**src/hdl/cfr_pkg.sv**
```systemverilog
package cfr_pkg;

    // ****************************************
    // register indices on the configuration port
    // ****************************************
    localparam logic [4:0] IDX_FRAME_LOCATION   = 5'h01;
    localparam logic [4:0] IDX_FRAME_DATA_INPUT = 5'h02;
    localparam logic [4:0] IDX_CONFIG_STATE     = 5'h07;
    localparam logic [4:0] IDX_RESERVED_CTL_TWO = 5'h18;

    // ****************************************
    // frame geometry
    // ****************************************
    localparam int         FRAME_BITS  = 2592;
    localparam int         WORD_BITS   = 32;
    localparam logic [6:0] FRAME_WORDS = 7'(FRAME_BITS / WORD_BITS);
    localparam logic [6:0] LAST_WORD   = FRAME_WORDS - 7'h01;

    // ****************************************
    // frame_location fields
    // ****************************************
    localparam int BT_HI   = 23;
    localparam int BT_LO   = 21;
    localparam int HALF    = 20;
    localparam int ROW_HI  = 19;
    localparam int ROW_LO  = 15;
    localparam int COL_HI  = 14;
    localparam int COL_LO  = 7;
    localparam int MIN_HI  = 6;
    localparam int MIN_LO  = 0;
    localparam logic [2:0]  BLK_LOGIC_IO_CLK     = 3'h0;
    localparam logic [2:0]  BLK_BRAM_CONTENT     = 3'h1;
    localparam logic [2:0]  LOGIC_CFG_BLOCK_KIND = 3'h2;
    localparam logic [31:0] FAR_RESET            = 32'h0000_0000;
    localparam logic [31:0] READ_ZERO            = 32'h0000_0000;

    // ****************************************
    // config_state_report bit positions
    // ****************************************
    localparam int ST_FUSE_BUSY  = 31;
    localparam int ST_BAD_PACKET = 29;
    localparam int ST_PULLUP_PIN = 28;
    localparam int ST_WIDTH_HI   = 26;
    localparam int ST_WIDTH_LO   = 25;
    localparam int ST_FLASH_HI   = 24;
    localparam int ST_FLASH_LO   = 22;
    localparam int ST_PHASE_HI   = 20;
    localparam int ST_PHASE_LO   = 18;
    localparam int ST_OVERHEAT   = 17;
    localparam int ST_DEC_FAULT  = 16;
    localparam int ST_ID_FAULT   = 15;
    localparam int ST_DONE_PIN   = 14;
    localparam int ST_REL_DONE   = 13;
    localparam int ST_INIT_PIN   = 12;
    localparam int ST_INIT_DONE  = 11;
    localparam int ST_MODE_HI    = 10;
    localparam int ST_MODE_LO    = 8;
    localparam int ST_GHIGH_N    = 7;
    localparam int ST_WR_PERMIT  = 6;
    localparam int ST_GTS_N      = 5;
    localparam int ST_UP_DONE    = 4;
    localparam int ST_MATCH_ALL  = 3;
    localparam int ST_LOCK_ALL   = 2;
    localparam int ST_SECURED    = 1;
    localparam int ST_CRC_ERR    = 0;

    // ****************************************
    // system sizes
    // ****************************************
    localparam int NUM_BANKS  = 8;
    localparam int NUM_CLKMGR = 4;

endpackage : cfr_pkg

```
**src/hdl/cfr_config_regs.sv**
```systemverilog
`timescale 1ns/1ps

// Function
// - second control register is reserved; writes ignored, reads give zero
// - every frame is 2592 bits, 81 words of 32 bits, both halves
// - frame address written directly or advanced after each completed frame
// - bits 23:21 block type: logic/io/clock, block RAM, special logic
// - bit 20 selects half: zero top rows, one bottom rows
// - bits 19:15 row, counted from centre outward in each half
// - bits 14:7 major column from left; bits 6:0 minor frame
// - status register readable by the external host
// - status bit 31 shows fuse logic busy
// - status bit 29 flags bad packet seen during first configuration
// - bits 26:25 bus width, internal port width when enabled and done
// - bits 20:18 startup phase as gray code
// - bit 16 flags frame data write outside decryption
// - bit 15 flags frame data write without identity check
// - bit 14 completion pin level, bit 13 internal completion release
// - bit 12 init pin level, bit 11 initialization finished
// - bits 10:8 mode pins, bit 28 pull-up pin, 24:22 flash kind
// - bits 7, 6, 5 show global high, write permit, tristate
// - bit 4 shows end of startup
// - bit 3 ANDs bank impedance matches, banks without control give one
// - bit 2 ANDs clock manager locks, unused managers give one
// - bit 1 security set, bit 0 checksum error, bit 17 overheat
module cfr_config_regs #(
    parameter logic [6:0] LAST_MINOR  = 7'h23,
    parameter logic [7:0] LAST_COLUMN = 8'h1f,
    parameter logic [4:0] LAST_ROW    = 5'h03
) (
    input  wire logic                          clock,
    input  wire logic                          reset,
    input  wire logic [4:0]                    reg_index,
    input  wire logic                          reg_write,
    input  wire logic                          reg_read,
    input  wire logic [31:0]                   reg_wdata,
    output logic      [31:0]                   reg_rdata,
    output logic                               reg_rvalid,
    output logic      [31:0]                   frame_location,
    output logic                               frame_done,
    input  wire logic                          fuse_logic_busy,
    input  wire logic                          first_config,
    input  wire logic                          bad_packet_seen,
    input  wire logic [1:0]                    detected_width,
    input  wire logic                          internal_config_port_en,
    input  wire logic [1:0]                    internal_config_port_width,
    input  wire logic                          config_done,
    input  wire logic [2:0]                    serial_flash_kind,
    input  wire logic [2:0]                    startup_phase,
    input  wire logic                          overheat_alarm,
    input  wire logic                          decrypt_enabled,
    input  wire logic                          decrypt_active,
    input  wire logic                          part_identity_check,
    input  wire logic                          done_pin,
    input  wire logic                          release_done,
    input  wire logic                          init_pin,
    input  wire logic                          init_complete,
    input  wire logic [2:0]                    mode_pins,
    input  wire logic                          pullup_swap_pin_level,
    input  wire logic                          global_high_n,
    input  wire logic                          global_write_permit,
    input  wire logic                          global_tristate_n,
    input  wire logic                          startup_finished,
    input  wire logic [cfr_pkg::NUM_BANKS-1:0] bank_match,
    input  wire logic [cfr_pkg::NUM_BANKS-1:0] bank_has_ctrl,
    input  wire logic [cfr_pkg::NUM_CLKMGR-1:0] clkmgr_locked,
    input  wire logic [cfr_pkg::NUM_CLKMGR-1:0] clkmgr_used,
    input  wire logic                          decryptor_security_set,
    input  wire logic                          checksum_error,
    input  wire logic                          restart_config
);

    // ****************************************
    // decode
    // ****************************************
    logic        far_wr;
    logic        data_wr;
    logic        last_word;
    logic [31:0] far_ff;
    logic [31:0] nxt_far;
    logic [6:0]  word_ff;
    logic        done_ff;

    assign far_wr    = reg_write && reg_index == cfr_pkg::IDX_FRAME_LOCATION;
    assign data_wr   = reg_write && reg_index == cfr_pkg::IDX_FRAME_DATA_INPUT;
    assign last_word = word_ff == cfr_pkg::LAST_WORD;

    // ****************************************
    // pins from outside the clock domain
    // ****************************************
    logic [5:0] pins_sync;

    cfr_pin_sync #(
        .WIDTH (6)
    ) cfr_pin_sync_inst (
        .clock    (clock),
        .reset    (reset),
        .pin_in   ({pullup_swap_pin_level, mode_pins, init_pin, done_pin}),
        .pin_sync (pins_sync)
    );

    // ****************************************
    // frame word counter
    // ****************************************
    always_ff @(posedge clock) begin
        if (reset || far_wr) begin
            word_ff <= 7'h00;
        end else if (data_wr) begin
            word_ff <= last_word ? 7'h00 : word_ff + 7'h01;
        end
    end

    // ****************************************
    // frame address advance
    // ****************************************
    always_comb begin
        nxt_far = far_ff;
        if (far_ff[cfr_pkg::MIN_HI:cfr_pkg::MIN_LO] != LAST_MINOR) begin
            nxt_far[cfr_pkg::MIN_HI:cfr_pkg::MIN_LO] =
                far_ff[cfr_pkg::MIN_HI:cfr_pkg::MIN_LO] + 7'h01;
        end else begin
            nxt_far[cfr_pkg::MIN_HI:cfr_pkg::MIN_LO] = 7'h00;
            if (far_ff[cfr_pkg::COL_HI:cfr_pkg::COL_LO] != LAST_COLUMN) begin
                nxt_far[cfr_pkg::COL_HI:cfr_pkg::COL_LO] =
                    far_ff[cfr_pkg::COL_HI:cfr_pkg::COL_LO] + 8'h01;
            end else begin
                nxt_far[cfr_pkg::COL_HI:cfr_pkg::COL_LO] = 8'h00;
                if (far_ff[cfr_pkg::ROW_HI:cfr_pkg::ROW_LO] != LAST_ROW) begin
                    nxt_far[cfr_pkg::ROW_HI:cfr_pkg::ROW_LO] =
                        far_ff[cfr_pkg::ROW_HI:cfr_pkg::ROW_LO] + 5'h01;
                end else begin
                    // rows restart at the centre of the other half
                    nxt_far[cfr_pkg::ROW_HI:cfr_pkg::ROW_LO] = 5'h00;
                    nxt_far[cfr_pkg::HALF] = ~far_ff[cfr_pkg::HALF];
                    if (far_ff[cfr_pkg::HALF]) begin
                        // an ordinary load never walks into the special type
                        if (far_ff[cfr_pkg::BT_HI:cfr_pkg::BT_LO] ==
                            cfr_pkg::BLK_LOGIC_IO_CLK) begin
                            nxt_far[cfr_pkg::BT_HI:cfr_pkg::BT_LO] =
                                cfr_pkg::BLK_BRAM_CONTENT;
                        end else begin
                            nxt_far[cfr_pkg::BT_HI:cfr_pkg::BT_LO] =
                                cfr_pkg::BLK_LOGIC_IO_CLK;
                        end
                    end
                end
            end
        end
    end

    always_ff @(posedge clock) begin
        if (reset) begin
            far_ff <= cfr_pkg::FAR_RESET;
        end else if (far_wr) begin
            far_ff <= reg_wdata;
        end else if (data_wr && last_word) begin
            far_ff <= nxt_far;
        end
    end

    always_ff @(posedge clock) begin
        if (reset) begin
            done_ff <= 1'b0;
        end else begin
            done_ff <= data_wr && last_word && !far_wr;
        end
    end

    assign frame_location = far_ff;
    assign frame_done     = done_ff;

    // ****************************************
    // sticky error flags, set wins over clear
    // ****************************************
    logic bad_pkt_ff;
    logic dec_fault_ff;
    logic id_fault_ff;
    logic crc_err_ff;
    logic dec_set;
    logic id_set;

    assign dec_set = data_wr && decrypt_enabled && !decrypt_active;
    assign id_set  = data_wr && !part_identity_check;

    always_ff @(posedge clock) begin
        if (reset) begin
            bad_pkt_ff <= 1'b0;
        end else begin
            bad_pkt_ff <= (bad_packet_seen && first_config) ||
                          (bad_pkt_ff && !restart_config);
        end
    end

    always_ff @(posedge clock) begin
        if (reset) begin
            dec_fault_ff <= 1'b0;
            id_fault_ff  <= 1'b0;
        end else begin
            dec_fault_ff <= dec_set || (dec_fault_ff && !restart_config);
            id_fault_ff  <= id_set || (id_fault_ff && !restart_config);
        end
    end

    always_ff @(posedge clock) begin
        if (reset) begin
            crc_err_ff <= 1'b0;
        end else begin
            crc_err_ff <= checksum_error ||
                          (crc_err_ff && !restart_config);
        end
    end

    // ****************************************
    // aggregated match and lock
    // ****************************************
    logic [cfr_pkg::NUM_BANKS-1:0]  bank_term;
    logic [cfr_pkg::NUM_CLKMGR-1:0] lock_term;

    genvar gi;
    generate
        for (gi = 0; gi < cfr_pkg::NUM_BANKS; gi++) begin : g_bank
            assign bank_term[gi] = bank_match[gi] || !bank_has_ctrl[gi];
        end
        for (gi = 0; gi < cfr_pkg::NUM_CLKMGR; gi++) begin : g_lock
            assign lock_term[gi] = clkmgr_locked[gi] || !clkmgr_used[gi];
        end
    endgenerate

    // ****************************************
    // status word
    // ****************************************
    logic [31:0] status_word;
    logic [1:0]  width_sel;

    always_comb begin
        width_sel = detected_width;
        if (internal_config_port_en && config_done) begin
            width_sel = internal_config_port_width;
        end
    end

    always_comb begin
        status_word = cfr_pkg::READ_ZERO;
        status_word[cfr_pkg::ST_FUSE_BUSY]  = fuse_logic_busy;
        status_word[cfr_pkg::ST_BAD_PACKET] = bad_pkt_ff;
        status_word[cfr_pkg::ST_PULLUP_PIN] = pins_sync[5];
        status_word[cfr_pkg::ST_WIDTH_HI:cfr_pkg::ST_WIDTH_LO] =
            width_sel;
        status_word[cfr_pkg::ST_FLASH_HI:cfr_pkg::ST_FLASH_LO] =
            serial_flash_kind;
        status_word[cfr_pkg::ST_PHASE_HI:cfr_pkg::ST_PHASE_LO] =
            startup_phase ^ (startup_phase >> 1);
        status_word[cfr_pkg::ST_OVERHEAT]   = overheat_alarm;
        status_word[cfr_pkg::ST_DEC_FAULT]  = dec_fault_ff;
        status_word[cfr_pkg::ST_ID_FAULT]   = id_fault_ff;
        status_word[cfr_pkg::ST_DONE_PIN]   = pins_sync[0];
        status_word[cfr_pkg::ST_REL_DONE]   = release_done;
        status_word[cfr_pkg::ST_INIT_PIN]   = pins_sync[1];
        status_word[cfr_pkg::ST_INIT_DONE]  = init_complete;
        status_word[cfr_pkg::ST_MODE_HI:cfr_pkg::ST_MODE_LO] =
            pins_sync[4:2];
        status_word[cfr_pkg::ST_GHIGH_N]    = global_high_n;
        status_word[cfr_pkg::ST_WR_PERMIT]  = global_write_permit;
        status_word[cfr_pkg::ST_GTS_N]      = global_tristate_n;
        status_word[cfr_pkg::ST_UP_DONE]    = startup_finished;
        status_word[cfr_pkg::ST_MATCH_ALL]  = &bank_term;
        status_word[cfr_pkg::ST_LOCK_ALL]   = &lock_term;
        status_word[cfr_pkg::ST_SECURED]    = decryptor_security_set;
        status_word[cfr_pkg::ST_CRC_ERR]    = crc_err_ff;
    end

    // ****************************************
    // read port
    // ****************************************
    logic [31:0] rdata_ff;
    logic        rvalid_ff;

    always_ff @(posedge clock) begin
        if (reset) begin
            rdata_ff  <= cfr_pkg::READ_ZERO;
            rvalid_ff <= 1'b0;
        end else begin
            rvalid_ff <= reg_read;
            if (reg_read) begin
                // reserved and unmapped registers read as zero
                case (reg_index)
                    cfr_pkg::IDX_FRAME_LOCATION: rdata_ff <= far_ff;
                    cfr_pkg::IDX_CONFIG_STATE:   rdata_ff <= status_word;
                    default:                     rdata_ff <= cfr_pkg::READ_ZERO;
                endcase
            end
        end
    end

    assign reg_rdata  = rdata_ff;
    assign reg_rvalid = rvalid_ff;

    // ****************************************
    // checks
    // ****************************************
    far_load_a: assert property (@(posedge clock) disable iff (reset)
        far_wr |=> far_ff == $past(reg_wdata))
        else $error("frame address not loaded by direct write");

    frame_len_a: assert property (@(posedge clock) disable iff (reset)
        (data_wr && !far_wr && word_ff == cfr_pkg::LAST_WORD) |=>
        (word_ff == 7'h00 && frame_done && far_ff != $past(far_ff)))
        else $error("frame of 81 words did not advance the address");

    mid_frame_a: assert property (@(posedge clock) disable iff (reset)
        (data_wr && !far_wr && word_ff < cfr_pkg::LAST_WORD) |=>
        $stable(far_ff))
        else $error("address moved before frame end");

    stat_read_a: assert property (@(posedge clock) disable iff (reset)
        (reg_read && reg_index == cfr_pkg::IDX_CONFIG_STATE) |=>
        (reg_rvalid && reg_rdata == $past(status_word)))
        else $error("status read returned wrong word");

    rsvd_read_a: assert property (@(posedge clock) disable iff (reset)
        (reg_read && reg_index == cfr_pkg::IDX_RESERVED_CTL_TWO) |=>
        reg_rdata == 32'h0000_0000)
        else $error("reserved register read nonzero");

    stat_ro_a: assert property (@(posedge clock) disable iff (reset)
        (reg_write && reg_index == cfr_pkg::IDX_CONFIG_STATE &&
         !restart_config && !dec_set && !id_set) |=>
        (dec_fault_ff == $past(dec_fault_ff) &&
         id_fault_ff == $past(id_fault_ff) && $stable(far_ff)))
        else $error("write to status changed state");

    gray_phase_a: assert property (@(posedge clock) disable iff (reset)
        startup_phase == 3'h6 |-> status_word[20:18] == 3'h5)
        else $error("startup phase gray code wrong");

    id_fault_a: assert property (@(posedge clock) disable iff (reset)
        (data_wr && !part_identity_check) |=> status_word[15])
        else $error("identity fault not held");

    dec_fault_a: assert property (@(posedge clock) disable iff (reset)
        (data_wr && decrypt_enabled && decrypt_active && !dec_fault_ff)
        |=> !dec_fault_ff)
        else $error("decrypt fault during decryption");

    bad_pkt_a: assert property (@(posedge clock) disable iff (reset)
        (bad_packet_seen && first_config) |=> status_word[29])
        else $error("bad packet not flagged");

    match_all_a: assert property (@(posedge clock) disable iff (reset)
        ((bank_match | ~bank_has_ctrl) != 8'hff) |-> !status_word[3])
        else $error("impedance match AND wrong");

    lock_all_a: assert property (@(posedge clock) disable iff (reset)
        ((clkmgr_locked | ~clkmgr_used) == 4'hf) |-> status_word[2])
        else $error("clock manager lock AND wrong");

endmodule : cfr_config_regs

```
**src/hdl/cfr_pin_sync.sv**
```systemverilog
`timescale 1ns/1ps

module cfr_pin_sync #(
    parameter int WIDTH = 1
) (
    input  wire logic             clock,
    input  wire logic             reset,
    input  wire logic [WIDTH-1:0] pin_in,
    output logic      [WIDTH-1:0] pin_sync
);

    // ****************************************
    // two-stage synchroniser, first stage feeds only the second
    // ****************************************
    logic [WIDTH-1:0] meta_ff;
    logic [WIDTH-1:0] sync_ff;

    always_ff @(posedge clock) begin
        if (reset) begin
            meta_ff <= '0;
            sync_ff <= '0;
        end else begin
            meta_ff <= pin_in;
            sync_ff <= meta_ff;
        end
    end

    assign pin_sync = sync_ff;

endmodule : cfr_pin_sync

```
**config.mk**
```make
export PLATFORM = sky130hd
export DESIGN_NAME = cfr_config_regs
export DESIGN_NICKNAME = d
export VERILOG_FILES = /design/src/hdl/cfr_pkg.sv /design/src/hdl/cfr_config_regs.sv /design/src/hdl/cfr_pin_sync.sv
export SDC_FILE = /design/constraint.sdc
export NUM_CORES = 1
export LEC_CHECK = 0
export BUFFER_PORTS_ARGS = -buffer_cell sky130_fd_sc_hd__buf_2
export CAP_MARGIN = 25
export CORE_MARGIN = 5
export CORE_UTILIZATION = 50
export DETAILED_ROUTE_END_ITERATION = 8
export GPL_ROUTABILITY_DRIVEN = 0
export PLACE_DENSITY = 0.86
export REMOVE_ABC_BUFFERS = 1
export SLEW_MARGIN = 5
export SYNTH_ARGS = -nofsm -noshare
export SYNTH_HDL_FRONTEND = slang
export SYNTH_SLANG_ARGS = --single-unit
export TNS_END_PERCENT = 100
```
**constraint.sdc**
```tcl
create_clock -name clock -period 5.8 [get_ports clock]
set_input_delay 0.29 -clock clock [delete_from_list [all_inputs] [get_ports clock]]
set_output_delay 0.29 -clock clock [all_outputs]
set_load 0.03 [all_outputs]
```
**Yosys cells after proc, flatten, opt, wreduce, memory -nomap -nowiden**

Index checks and enable logic that the tools add are counted.

- Flip-flop bits (word level): 89
- Input bits: 99
- Output and inout bits: 66
- Word-level logic and storage cells: 100

- $add $sub $neg: 4
- Equality and inequality tests: 10
- Muxes and demuxes: 13
- Bitwise logic cells: 2
- Reduce and logical (&&, ||, !) cells: 55

Operators with widths:

| operator | number |
|---|---|
| $pmux W32 S2 | 1 |
| $mux W32 | 1 |
| $mux W24 | 1 |
| $logic_or A1 B1 Y1 | 17 |
| $mux W17 | 1 |
| $logic_not A1 Y1 | 16 |
| $add A7 B1 Y7 const B | 2 |
| $mux W7 | 2 |
| $logic_and A1 B1 Y1 | 13 |
| $mux W9 | 1 |
| $add A8 B1 Y8 const B | 1 |
| $mux W8 | 1 |
| $ne A8 B5 Y1 const B | 1 |
| $reduce_and A4 Y1 | 2 |
| $reduce_and A8 Y1 | 1 |
| $eq A7 B7 Y1 const B | 1 |
| $ne A7 B6 Y1 const B | 1 |
| $ne A2 B2 Y1 const B | 3 |
| $add A5 B1 Y5 const B | 1 |
| $eq A5 B1 Y1 const B | 1 |
| $eq A5 B2 Y1 const B | 1 |
| $eq A5 B3 Y1 const B | 1 |
| $mux W5 | 1 |
| $ne A5 B2 Y1 const B | 1 |
| other kinds (11) | 12 |

**Depth between registers and ports, before layout**

- Depth in word-level cells: 8
- Depth in mapped cells: 8
- Gate-level depth less buffers: 7

**By module**

A second synthesis with hierarchy kept.

- Cells, all modules: 465
- Area, all modules: 4,037.6 µm²

Modules (own cells, without submodules):

| module | instances | cells an instance | area each (µm²) | sequential area each (µm²) |
|---|---|---|---|---|
| cfr_config_regs | 1 | 440 | 3,671.0 | 1,541.5 |
| cfr_pin_sync | 1 | 25 | 366.6 | 240.2 |

**Worst setup path before layout**

OpenSTA, ideal clock, no wires.

- Path kind: flip-flop to flip-flop
- Start point: reg far_ff[15] (netlist: frame_location[15])
- End point: reg far_ff[21] (netlist: frame_location[21])
- Setup time: 0.088 ns
- Data arrival time: 2.180 ns
- Data required time: 5.712 ns
- Path slack: 3.532 ns
- Stages on the path, launching flop included: 7
- Buffers on the path: 0
- Clock period less this slack: 2.268 ns
- Cell sequence: dfxtp_1 ha_1 or4b_4 nor3_4 nand4_2 or4_1 a311oi_2

- Cells in the longest elaborated chain, start to end: 3

Ends and longest elaborated chain:

| element | line | source |
|---|---|---|
| start: declaration | cfr_config_regs.sv:79 | `logic [31:0] far_ff;` |
| start signal: assignment | cfr_config_regs.sv:153 | `far_ff <= cfr_pkg::FAR_RESET;` |
| start signal: assignment | cfr_config_regs.sv:155 | `far_ff <= reg_wdata;` |
| start signal: assignment | cfr_config_regs.sv:157 | `far_ff <= nxt_far;` |
| $ne A5 B2 Y1 | cfr_config_regs.sv:128 | `if (far_ff[cfr_pkg::ROW_HI:cfr_pkg::ROW_LO] != LAST_ROW) begin` |
| $ne A2 B2 Y1 (no source line) | - |  |
| $reduce_and A5 Y1 (no source line) | - |  |

No other way between the ends.
A chain may end at the register's enable or synchronous reset.

**Final worst setup path**

- Start point: reg word_ff[0]
- End point: reg far_ff[21] (netlist: frame_location[21])

- Cells in the longest elaborated chain, start to end: 4

Ends and longest elaborated chain:

| element | line | source |
|---|---|---|
| start: declaration | cfr_config_regs.sv:81 | `logic [6:0] word_ff;` |
| start signal: assignment | cfr_config_regs.sv:109 | `word_ff <= last_word ? 7'h00 : word_ff + 7'h01;` |
| $eq A7 B7 Y1 | cfr_config_regs.sv:86 | `assign last_word = word_ff == cfr_pkg::LAST_WORD;` |
| $logic_and A1 B1 Y1 | cfr_config_regs.sv:156 | `end else if (data_wr && last_word) begin` |
| $reduce_bool A2 Y1 (no source line) | - |  |
| $reduce_and A5 Y1 (no source line) | - |  |

No other way between the ends.

==> impl_metrics.csv <==
group,metric,value,unit
pwr,p_per_area,237.4,nW/um^2
logic_synthesis,synthAdderAreaFrac,0.01568,
sta,rsz0062_at_grt,"no",
logic_synthesis,synthCells,460,
logic_synthesis,synthMuxAreaShare,0.01348,
pwr,pwr-share-clk,0.364,
global_routing,grt_pass1_vias,3827,
final_layout,nets,714,
sta,period_share,0.3897,
clocking,cts_root_buf,"clkbuf_8",
routing,wl,11.06,mm
sta,hold_viol,0,
logic_synthesis,synth_top_area_frac,0.4465,
logic_synthesis,syn_area,3990,sq um
final_layout,areaGrowthSynthToFinish,27.47,%
clocking,tritoncts,"yes",
global_routing,grt_pass1_wl,17.73,mm
clocking,clk_latency,0.35,ns
clocking,cts_sinks,89,
floorplanning,core_area,7767,sq um
global_routing,grt_overflow,0,
logic_synthesis,synth_compound_area_frac,0.2013,
logic_synthesis,yosys_warnings,0,
sta,min_period,2.260,ns
setup_path,critPathArrivalTime,2.53,ns
clocking,clk_path_buf_depth,2,
pwr,switchingPower,312.1,uW
floorplanning,rows,32,
logic_synthesis,synth_cell_types,51,
clocking,path_clk_slew,0.09,ns
final_layout,drive_gt1_frac,0.3236,
setup_path,crit_family,"simple AND/OR/NAND/NOR gates",
clocking,cts_hold_buf,0,
setup_path,required,6.07,ns
routing,drtPass1Iterations,5,
setup_path,cpPeakStageDelay,0.46,ns
final_layout,layout_common_cells,"buf_2 (164), dfxtp_1 (89), nor2_1 (63), nand2_1 (44), a211oi_1 (38)",
logic_synthesis,ys_seq_area_frac,0.4465,
setup_path,crit_buf_inv,1,
pwr,seq_power_share,0.528,
setup_path,crit_chain,"inv_1, ha_1, and4b_1, and4_1, nand4_2, or4_1, a311oi_2",
final_layout,diodes,0,
sta,setup_viol,0,
hold_path,min_path_type,"input port to flop",
pwr,p_int,895.2,uW
logic_synthesis,yosys.area_share.simple,0.2355,
routing,dr.first_iter.drc_count,145,
clocking,numCtsBuffers,9,
pwr,power.leakage,0.002163,uW
logic_synthesis,synth_top_family_by_area,"simple AND/OR/NAND/NOR gates",
sta,hold_slack,0.1441,ns
global_routing,antenna_found_initial,0,
routing,via_count,3875,
sta,setup_tns,0,ns
place,port_buffers,164,
floorplanning,io_pins,165,
logic_synthesis,syn_area_per_cell,8.674,sq um
pwr,combPwrFrac,0.108,
final_layout,instances_no_fill,717,
setup_path,critPathCaptureType,"flop",
floorplanning,die-area,9866,sq um
job,cap_violations,0,
setup_path,start_kind,"flop",
sta,tightest_slew,0.8588,ns
final_layout,final_common_cell,"buf_2",
logic_synthesis,synth_area_leaders,"dfxtp_1 (45%), a211oi_1 (7.1%), nor2_1 (6.0%)",
sta,skew,0.01151,ns
sta,slew_headroom,0.4275,
floorplanning,die_h,99.33,microns
place,place_hpwl,7.875,mm
logic_synthesis,ys_ff_latch,89,
clocking,htree_levels,3,
sta,drv_slew,0,
setup_path,cp_slowest_cell,"and4_1",
routing,vias_per_cell,5.404,
status,status,"completed",
setup_path,path_max_fanout,10,
sta,clock.fmax,442.5,MHz
sta,finalWorstSetupSlack,3.540,ns
place,dp_cells,700,
routing,routedWlPerCell,15.43,microns
logic_synthesis,synth_xor_area_frac,0.03951,
routing,ant_nets,0,
setup_path,crit_type,"flop to flop",
logic_synthesis,yosysTopAreaCell,"dfxtp_1",
pwr,irDropWorstVdd,0.0001693,V
pwr,switching_share,0.2585,
routing,drc,0,
clocking,postCtsSetupBuffers,0,
global_routing,grtUsageTotal,0.2172,
global_routing,grt_max_degree,82,
place,place_ws,3.456,ns
floorplanning,start_util,0.5137,
floorplanning,die_x,99.33,microns
clocking,cts-resized-gates,0,
==> Yosys cell counts (all sizes together) <==
master and count:
o22ai 3, a21oi 21, or4 2, and2 1, o211ai 1, nor2b 14, nor4 6, or4b 2
nand3 16, mux2 3, nand2b 4, a32oi 4, a22oi 29, dfxtp 89, a211o 2, and3 2
nor3b 2, buf 8, and4 1, or2 1, ha 5, nor2 64, and4b 1, a311oi 4
nand3b 3, nor3 5, nand2 44, mux2i 2, a211oi 39, nor4b 1, and2b 1, clkbuf 22
a221oi 3, o21ai 6, nand4 9, or3 3, xnor2 7, inv 18, a31oi 1, xor2 11
==> sequential cells by signal (all words and copies together) (netlist names), 6 cells and up <==
signal,cells
cfr_pin_sync_inst.meta_ff,6
word_ff,7
cfr_pin_sync_inst.pin_sync,6
reg_rdata,32
frame_location,32
==> cell type report <==
class,instances,area (sq um)
Clock buffer,11,141.4
Clock inverter,5,62.56
Fill cell,666,2681
Inverter,18,67.56
Multi-Input combinational cell,323,2019
Sequential cell,89,1782
Tap cell,102,127.6
Timing Repair Buffer,169,885.9
==> per-stage QoR <==
stage / area [sq um] / utilization / total power, uW
floorplan: 3866 / - / 708.6
global placement: 4840 / 0.6231 / 775.9
detailed placement: 4855 / 0.6250 / 779.5
CTS: 5059 / 0.6513 / 1215
global route: 5086 / 0.6548 / 1255
finish: 5086 / 0.6548 / 1207
==> per-layer routing <==
metal / track usage / wire [microns]
met5: 0 / 0
met4: 0.08613 / 144
met3: 0.05820 / 952
met2: 0.3683 / 5250
met1: 0.2613 / 4714
==> final timing paths <==
path                                startpoint                       endpoint  slack, ns  cells past startpoint
setup reg to reg                    word_ff[0]             frame_location[21]       3.54                      7
setup / recovery                    word_ff[0]             frame_location[21]       3.54                      7
hold reg to reg   cfr_pin_sync_inst.meta_ff[5]  cfr_pin_sync_inst.pin_sync[5]       0.44                      1
hold / removal                    mode_pins[2]   cfr_pin_sync_inst.meta_ff[4]       0.14                      2
==> power groups by stage <==
stage               clock network (uW)  registers (uW)  logic (uW)
CTS                                449             637         128
floorplan                            0             675        33.4
finish                             440             637         130
global route                       472             640         142
detailed placement                   0             652         128
global placement                     0             651         125
==> cells by family (layout without fill, tap and decap cells) <==
group	Yosys count	count (layout)
XOR/XNOR	18	18
multiplexers	5	5
AND/OR/NAND/NOR	182	182
buffers and inverters	48	203
flip-flops	89	89
AO/OA/AOI/OAI	113	113
adder cells (fa/ha/maj)	5	5
No activity file was read; power rests on OpenSTA's default activity.
